$ cat src/sbt_pkg.sv
`default_nettype none
package sbt_pkg;
	// ************************************************************
	// Frame lengths in bit periods and line levels
	// ************************************************************
	localparam logic [3:0] SBT_BRK_BITS_SHORT = 4'ha;   // Word length select 0
	localparam logic [3:0] SBT_BRK_BITS_LONG  = 4'hb;   // Word length select 1
	localparam logic [3:0] SBT_BIT_FIRST      = 4'h1;   // First bit of a frame
	localparam logic       SBT_LINE_MARK      = 1'h1;   // Idle line level
	localparam logic       SBT_LINE_SPACE     = 1'h0;   // Break line level

	// ************************************************************
	// Transmitter states
	// ************************************************************
	typedef enum logic [1:0]
	{
		SBT_ST_OFF   = 2'h0,
		SBT_ST_IDLE  = 2'h1,
		SBT_ST_READY = 2'h3,
		SBT_ST_BREAK = 2'h2
	} sbt_state_t;

	// Control inputs from software register
	typedef struct packed
	{
		logic transmit_enable;     // Transmitter on
		logic break_request_bit;   // Break requested
		logic word_long;           // Word length select
	} sbt_ctrl_t;

	// Status toward the rest of the interface
	typedef struct packed
	{
		logic busy;                // Frame in progress
		logic in_break;            // Break frame on the line
		logic in_idle;             // Idle frame on the line
	} sbt_stat_t;
endpackage : sbt_pkg
`default_nettype wire

$ cat src/sbt_break_tx.sv
`default_nettype none
module sbt_break_tx
(
	input  wire logic             clk,
	input  wire logic             rst_b,
	input  wire logic             bit_tick,
	input  wire sbt_pkg::sbt_ctrl_t ctrl,
	output logic                  tx_line,
	output sbt_pkg::sbt_stat_t    stat
);
	// ************************************************************
	// State
	// ************************************************************
	sbt_pkg::sbt_state_t state_reg, state_next;   // Frame state
	logic [3:0]          cnt_reg, cnt_next;       // Bit period in progress, from 1
	logic [3:0]          len_reg, len_next;       // Length of current frame
	logic                pend_reg, pend_next;     // Break request seen
	logic                ten_reg, ten_next;       // Previous enable
	logic                line_reg, line_next;     // Registered line
	logic [3:0]          len_sel;                 // Nominal break length
	logic                frame_end;               // Last bit of a frame

	// ************************************************************
	// Next-state logic
	// ************************************************************
	always_comb
	begin
		len_sel    = ctrl.word_long ? sbt_pkg::SBT_BRK_BITS_LONG
			: sbt_pkg::SBT_BRK_BITS_SHORT;
		frame_end  = bit_tick && (cnt_reg == len_reg);
		state_next = state_reg;
		cnt_next   = cnt_reg;
		len_next   = len_reg;
		ten_next   = ctrl.transmit_enable;
		// Latch a break request, held until a break starts
		pend_next  = pend_reg | ctrl.break_request_bit;
		line_next  = sbt_pkg::SBT_LINE_MARK;
		unique case (state_reg)
			sbt_pkg::SBT_ST_OFF:
			begin
				if (ctrl.transmit_enable)
				begin
					// Enable rising queues one idle frame
					state_next = sbt_pkg::SBT_ST_IDLE;
					cnt_next   = sbt_pkg::SBT_BIT_FIRST;
					len_next   = len_sel;
				end
			end
			sbt_pkg::SBT_ST_READY:
			begin
				if (!ctrl.transmit_enable)
					state_next = sbt_pkg::SBT_ST_OFF;
				else if (pend_reg && bit_tick)
				begin
					// Start on a bit boundary so length is exact
					state_next = sbt_pkg::SBT_ST_BREAK;
					cnt_next   = sbt_pkg::SBT_BIT_FIRST;
					len_next   = len_sel;
					pend_next  = ctrl.break_request_bit;
					line_next  = sbt_pkg::SBT_LINE_SPACE;
				end
			end
			sbt_pkg::SBT_ST_BREAK:
			begin
				// Follow the live request so a clear ends the chain on time
				pend_next = ctrl.break_request_bit;
				line_next = sbt_pkg::SBT_LINE_SPACE;
				if (bit_tick)
					cnt_next = cnt_reg + 4'h1;
				if (frame_end)
				begin
					line_next = sbt_pkg::SBT_LINE_MARK;
					cnt_next  = sbt_pkg::SBT_BIT_FIRST;
					if (ctrl.break_request_bit && ctrl.transmit_enable)
					begin
						// Back-to-back break while request held
						len_next  = len_sel;
						pend_next = ctrl.break_request_bit;
						line_next = sbt_pkg::SBT_LINE_SPACE;
					end
					else
						state_next = ctrl.transmit_enable ? sbt_pkg::SBT_ST_READY
							: sbt_pkg::SBT_ST_OFF;
				end
			end
			sbt_pkg::SBT_ST_IDLE:
			begin
				if (bit_tick)
					cnt_next = cnt_reg + 4'h1;
				if (frame_end)
				begin
					cnt_next   = sbt_pkg::SBT_BIT_FIRST;
					state_next = sbt_pkg::SBT_ST_READY;
				end
			end
		endcase
		// Enable rising in a cycle whose next state is ready: go off instead, so an idle frame is queued
		if (state_reg != sbt_pkg::SBT_ST_OFF && !ten_reg && ctrl.transmit_enable
			&& state_next == sbt_pkg::SBT_ST_READY)
			state_next = sbt_pkg::SBT_ST_OFF;
	end

	// ************************************************************
	// Registers
	// ************************************************************
	always_ff @(posedge clk)
	begin
		if (!rst_b)
		begin
			state_reg <= sbt_pkg::SBT_ST_OFF;
			cnt_reg   <= sbt_pkg::SBT_BIT_FIRST;
			len_reg   <= sbt_pkg::SBT_BRK_BITS_SHORT;
			pend_reg  <= 1'b0;
			ten_reg   <= 1'b0;
			line_reg  <= sbt_pkg::SBT_LINE_MARK;
		end
		else
		begin
			state_reg <= state_next;
			cnt_reg   <= cnt_next;
			len_reg   <= len_next;
			pend_reg  <= pend_next;
			ten_reg   <= ten_next;
			line_reg  <= line_next;
		end
	end

	// Line output from a flip-flop, status decoded from the state register
	assign tx_line       = line_reg;
	assign stat.busy     = (state_reg == sbt_pkg::SBT_ST_BREAK)
		|| (state_reg == sbt_pkg::SBT_ST_IDLE);
	assign stat.in_break = (state_reg == sbt_pkg::SBT_ST_BREAK);
	assign stat.in_idle  = (state_reg == sbt_pkg::SBT_ST_IDLE);

	// ************************************************************
	// Checks
	// ************************************************************
	// Break holds line low
	break_low_a: assert property (@(posedge clk) disable iff (!rst_b)
		stat.in_break && $past(stat.in_break) |-> !tx_line)
		else $error("Line high during break");
	// Break never longer than the long nominal length
	break_len_a: assert property (@(posedge clk) disable iff (!rst_b)
		stat.in_break |-> cnt_reg <= sbt_pkg::SBT_BRK_BITS_LONG)
		else $error("Break too long");
	// Length follows select at start
	len_pick_a: assert property (@(posedge clk) disable iff (!rst_b)
		state_reg == sbt_pkg::SBT_ST_READY && state_next == sbt_pkg::SBT_ST_BREAK
		|=> len_reg == (ctrl.word_long ? sbt_pkg::SBT_BRK_BITS_LONG
			: sbt_pkg::SBT_BRK_BITS_SHORT))
		else $error("Wrong break length");
	// Request leads to break when ready
	start_a: assert property (@(posedge clk) disable iff (!rst_b)
		state_reg == sbt_pkg::SBT_ST_READY && pend_reg && bit_tick
		&& ctrl.transmit_enable |=> stat.in_break)
		else $error("Break not started");
	// Enable rise from off gives idle
	idle_q_a: assert property (@(posedge clk) disable iff (!rst_b)
		state_reg == sbt_pkg::SBT_ST_OFF && ctrl.transmit_enable |=> stat.in_idle)
		else $error("Idle not queued");
	// Held request chains breaks
	chain_a: assert property (@(posedge clk) disable iff (!rst_b)
		stat.in_break && frame_end && ctrl.break_request_bit && ctrl.transmit_enable
		|=> stat.in_break)
		else $error("Break chain broken");
	// Idle line is mark
	idle_mark_a: assert property (@(posedge clk) disable iff (!rst_b)
		stat.in_idle |-> tx_line)
		else $error("Idle not mark");
	// Off line is mark
	off_mark_a: assert property (@(posedge clk) disable iff (!rst_b)
		state_reg == sbt_pkg::SBT_ST_OFF && $past(state_reg) == sbt_pkg::SBT_ST_OFF
		|-> tx_line)
		else $error("Off not mark");
	cov_brk: cover property (@(posedge clk) disable iff (!rst_b) $rose(stat.in_break));
	cov_idl: cover property (@(posedge clk) disable iff (!rst_b) $rose(stat.in_idle));
	cov_chn: cover property (@(posedge clk) disable iff (!rst_b)
		stat.in_break && frame_end ##1 stat.in_break);
endmodule : sbt_break_tx
`default_nettype wire

$ cat config.mk
export PLATFORM = sky130hd
export DESIGN_NAME = sbt_break_tx
export DESIGN_NICKNAME = d
export VERILOG_FILES = /design/src/sbt_pkg.sv /design/src/sbt_break_tx.sv
export SDC_FILE = /design/constraint.sdc
export NUM_CORES = 1
export LEC_CHECK = 0
export BUFFER_PORTS_ARGS = -buffer_cell sky130_fd_sc_hd__buf_2
export CAP_MARGIN = 20
export CORE_AREA = 2 2 39 41
export DETAILED_ROUTE_END_ITERATION = 10
export DIE_AREA = 0 0 41 43
export PLACE_DENSITY = 0.87
export SLEW_MARGIN = 40
export SYNTH_ARGS = -nofsm -noshare
export SYNTH_HDL_FRONTEND = slang
export SYNTH_SLANG_ARGS = --single-unit
$ cat constraint.sdc
create_clock -name clk -period 4.15 [get_ports clk]
set_input_delay 0.83 -clock clk [delete_from_list [all_inputs] [get_ports clk]]
set_output_delay 0.83 -clock clk [all_outputs]
set_load 0.02 [all_outputs]
# Yosys cells after proc, flatten, opt, wreduce, memory -nomap -nowiden

Cells that the tools add are included.

Add/sub/neg operators: 1
Eq/ne operators: 11
Multiplexer cells: 29
Bitwise gates (word level): 2
Reductions and logical operators: 15

Operator list:

| kind                  | number |
|---|---|
| $mux W4               | 10 |
| $pmux W4 S3           | 2 |
| $mux W2               | 7 |
| $pmux W2 S4           | 1 |
| $mux W1               | 7 |
| $eq A2 B2 Y1 const B  | 3 |
| $logic_and A1 B1 Y1   | 6 |
| $ne A2 B2 Y1 const B  | 3 |
| $reduce_and A6 Y1     | 1 |
| $add A4 B1 Y4 const B | 1 |
| $eq A4 B4 Y1          | 1 |
| $ne A2 B1 Y1 const B  | 2 |
| $pmux W1 S2           | 2 |
| $reduce_and A4 Y1     | 1 |
| $reduce_or A2 Y1      | 2 |
| $ne A3 B1 Y1 const B  | 1 |
| $reduce_bool A3 Y1    | 1 |
| $eq A2 B1 Y1 const B  | 1 |
| $logic_not A2 Y1      | 1 |
| $reduce_bool A2 Y1    | 1 |
| $logic_not A1 Y1      | 1 |
| $logic_or A1 B1 Y1    | 1 |
| $not A1 Y1            | 1 |
| $or A1 B1 Y1          | 1 |

Bits in registers: 13
Word-level logic and storage cells: 64

# Longest topological paths before layout

Word-level depth: 7
Gate-level depth with buffers: 7

# Worst setup path after synthesis

Ideal clock, no wire load.

Kind: input to register
Start point: in ctrl[2] (netlist name)
End point: reg state_reg[1]
Arrival: 1.678 ns
Required time: 4.032 ns
Setup slack: 2.354 ns
Stages on the path: 5
Buffers on the path: 1
Path through: buf_4 inv_2 or3_1 a41o_1 o2111a_1

Cells in the longest elaborated chain, start to end: 7

RTL lines:

| element                                               | RTL line                               | RTL |
|---|---|---|
| start, declared                                       | sbt_break_tx.sv:7                      | `input wire sbt_pkg::sbt_ctrl_t ctrl,` |
| $mux W2 / $logic_and A1 B1 Y1 (equally long branches) | sbt_break_tx.sv:82, sbt_break_tx.sv:74 |  |
| $mux W2                                               | sbt_break_tx.sv:74                     | `if (ctrl.break_request_bit && ctrl.transmit_enable)` |
| $mux W2                                               | sbt_break_tx.sv:70                     | `if (frame_end)` |
| $pmux W2 S4                                           | sbt_break_tx.sv:38                     | `unique case (state_reg)` |
| $eq A2 B2 Y1                                          | sbt_break_tx.sv:99                     | `&& state_next == sbt_pkg::SBT_ST_READY)` |
| $logic_and A1 B1 Y1                                   | sbt_break_tx.sv:99                     |  |
| $reduce_or A2 Y1 (no source line)                     | n/a                                    |  |
| end signal, assigned                                  | sbt_break_tx.sv:110                    | `state_reg <= sbt_pkg::SBT_ST_OFF;` |
| end signal, assigned                                  | sbt_break_tx.sv:119                    | `state_reg <= state_next;` |
| end, declared                                         | sbt_break_tx.sv:14                     | `sbt_pkg::sbt_state_t state_reg, state_next;` |

Parallel ways exist; a longest one is shown, timed or not.
A chain may end at the register's enable or synchronous reset.

==> run_results.csv <==
group,metric,value,unit
outcome,status,"finished, final reports clean",
sta,slew_headroom,0.7302,
worst_setup_path,worst-path-max-fanout,7,
sta,max_freq,459.8,MHz
sta,slew_violations,0,
hold_path,hold_path_class,"flop to flop",
synthesis,synth_fa_ha_area_frac,0.08772,
die,die_h,43,um
clock_network,tritoncts,"built",
synthesis,ys_seq_elements,10,
drt,viasPerCell,6.048,
worst_setup_path,crit_arrival,1.34,ns
worst_setup_path,required,3.32,ns
cells_and_area,largest_reg_flops,4,
worst_setup_path,worstSetupPathType,"flop to output pin",
synthesis,ys_types,36,
grt,antenna_found_initial,0,
placed_design,dp_cells,102,
clock_network,clock-sinks,10,
drt,drc,0,
worst_setup_path,startpoint_type,"flop",
synthesis,netlist_area,713.2,um2
synthesis,synth_compound_area_frac,0.2509,
grt,grt_overflow,0,
die,ios,10,
clock_network,h-tree-depth,1,
job,cap_viol_max_count,0,
power_and_ir_drop,p_per_area,348.1,nW/um2
die,core-area,1384,um2
synthesis,synth_top_family_by_area,"compound AO/OA/AOI/OAI gates",
synthesis,synthCells,80,
synthesis,yosys.area_share.simple,0.2140,
synthesis,yosys_warnings,0,
synthesis,synth_nets,91,
sta,fin_skew,0.003836,ns
drt,drt-initial-drc-count,13,
sta,finalHoldViolCount,0,
drt,first_pass_iters,4,
clock_network,holdBufCountCts,0,
grt,grt_pass1_wl,2380,um
grt,track_usage,0.2028,
synthesis,synth_top_area_cell,"dfxtp_1",
sta,period_minus_slack,2.175,ns
die,num_rows,14,
clock_network,cts_made_buffers,3,
synthesis,synth_top_area_share,0.2807,
worst_setup_path,ff2ff_setup_slack,2.39,ns
synthesis,synth_xor_area_frac,0.05965,
placed_design,dpl.hpwl,1198,um
sta,tightestPinTransition,0.4047,ns
sta,setup_slack,1.975,ns
sta,rsz0062_at_grt,"false",
cells_and_area,area_growth,9.825,%
power_and_ir_drop,cellLeakagePower,0.3451,nW
drt,ant_nets,0,
die,dieArea,1763,um2
clock_network,cts_root_buf,"clkbuf_4",
grt,grt_max_degree,12,
worst_setup_path,crit_path_top_delay_cell,"dfxtp_1",
worst_setup_path,max_stage_delay,0.45,ns
cells_and_area,final_nets,102,
synthesis,yosysMostFrequentCell,"dfxtp_1",
synthesis,synth-edff-count,0,
die,die-width,41,um
synthesis,ys_seq_area_frac,0.2807,
synthesis,synth_mux_area_frac,0.05614,
synthesis,yosys-top-cells-count,"dfxtp_1 (10), nand2_1 (7), ha_1 (5)",
clock_network,cts_setup_buffers,0,
drt,routed_wl,1514,um
power_and_ir_drop,irDropWorstVdd,281.3,uV
sta,finalSetupViolCount,0,
sta,holdWs,0.5010,ns
cells_and_area,drive_gt1_frac,0.2584,
clock_network,worstSkewPairLatency,0.26,ns
die,start_util,0.5154,
clock_network,path_clk_slew,0.05,ns
grt,grt_pass1_vias,567,
synthesis,ys_top_cells_by_area,"dfxtp_1 (28%), ha_1 (8.8%), mux2i_1 (5.6%), nand2_1 (3.7%), xor2_1 (3.7%)",
cells_and_area,antennaDiodeCount,0,
power_and_ir_drop,finalPower,0.2727,mW
drt,wl_per_cell,14.42,um
sta,finalSetupTns,0,ns
clock_network,cts_max_path_buffers,2,
sta,period_share,0.5241,
placed_design,port_buffers,9,
synthesis,ys.flop_type,"dfxtp_1",
drt,via_count,635,
worst_setup_path,endpoint_kind,"output pin",
placed_design,gp_congestion,0.8242,
synthesis,syn_area_per_cell,8.915,um2
synthesis,async_flop_share,0,
clock_network,cts_resized,0,
worst_setup_path,cp_cell_sequence,"inv_1 -> ha_1 -> buf_2",
cells_and_area,layoutNonFillerInstCount,105,
placed_design,place_ws,2.256,ns
## cell usage in the layout, fill, tap and decap left out, types with 2 or more instances in the layout
cell type | Yosys | routed
buf_2 | 2 | 9
nand2b_1 | 4 | 4
inv_1 | 4 | 4
nand3_1 | 4 | 4
nor2_1 | 3 | 3
dfxtp_1 | 10 | 10
a21oi_1 | 3 | 3
ha_1 | 5 | 5
clkbuf_4 | 0 | 3
a31oi_1 | 3 | 3
xor2_1 | 3 | 3
nand2_1 | 7 | 7
o21ai_0 | 2 | 2
mux2i_1 | 4 | 4
nand4_1 | 3 | 3
o21bai_2 | 2 | 2
## stage by stage
step / utilization / cell area (um2)
finish: 0.5660 / 783.3
global route: 0.5660 / 783.3
CTS: 0.5660 / 783.3
detailed placement: 0.5497 / 760.7
global placement: 0.5497 / 760.7
floorplan: - / 713.2
## report_power, final
group	internal, mW	switching [mW]
combinational	0.0420	0.0518
clock	0.0332	0.0279
sequential	0.106	0.0120
total	0.181	0.0917
## cell families (layout without fill, tap and decap cells)
kind of cell    Yosys count  in the layout
xor+xnor                  4              4
mux                       4              4
compound gates           22             22
flops                    10             10
buf+inv                   8             17
simple gates             27             27
fa+ha+maj                 5              5
## metal layers
layer	routed length, um	track usage
met4	23	0.1000
met2	796	0.3406
met3	77	0.04712
met5	0	0
met1	617	0.2222
## area by class of cell
class                           count  area (um2)
Tap cell                           16       20.02
Timing Repair Buffer                9       45.04
Fill cell                         140       600.6
Sequential cell                    10       200.2
Multi-Input combinational cell     62       476.7
Clock buffer                        3       22.52
Inverter                            5       18.77
## path summary, 6_finish.rpt
path                                         startpoint                 endpoint  cells past startpoint
worst max-delay path            state_reg[0]$_SDFF_PP0_                  stat[2]                      3
worst min-delay path            len_reg[0]$_SDFFE_PN0P_  len_reg[0]$_SDFFE_PN0P_                      2
worst max register to register  state_reg[0]$_SDFF_PP0_  cnt_reg[3]$_SDFFE_PN0P_                      6
worst min register to register  len_reg[0]$_SDFFE_PN0P_  len_reg[0]$_SDFFE_PN0P_                      2
## worst max-delay path, delay by kind of cell (launching register included)
kind,cells,cell delay [ns]
adder cells (fa/ha/maj),1,0.36
buffers and inverters,2,0.28
flip-flops,1,0.45
(Power assumes the default switching activity.)
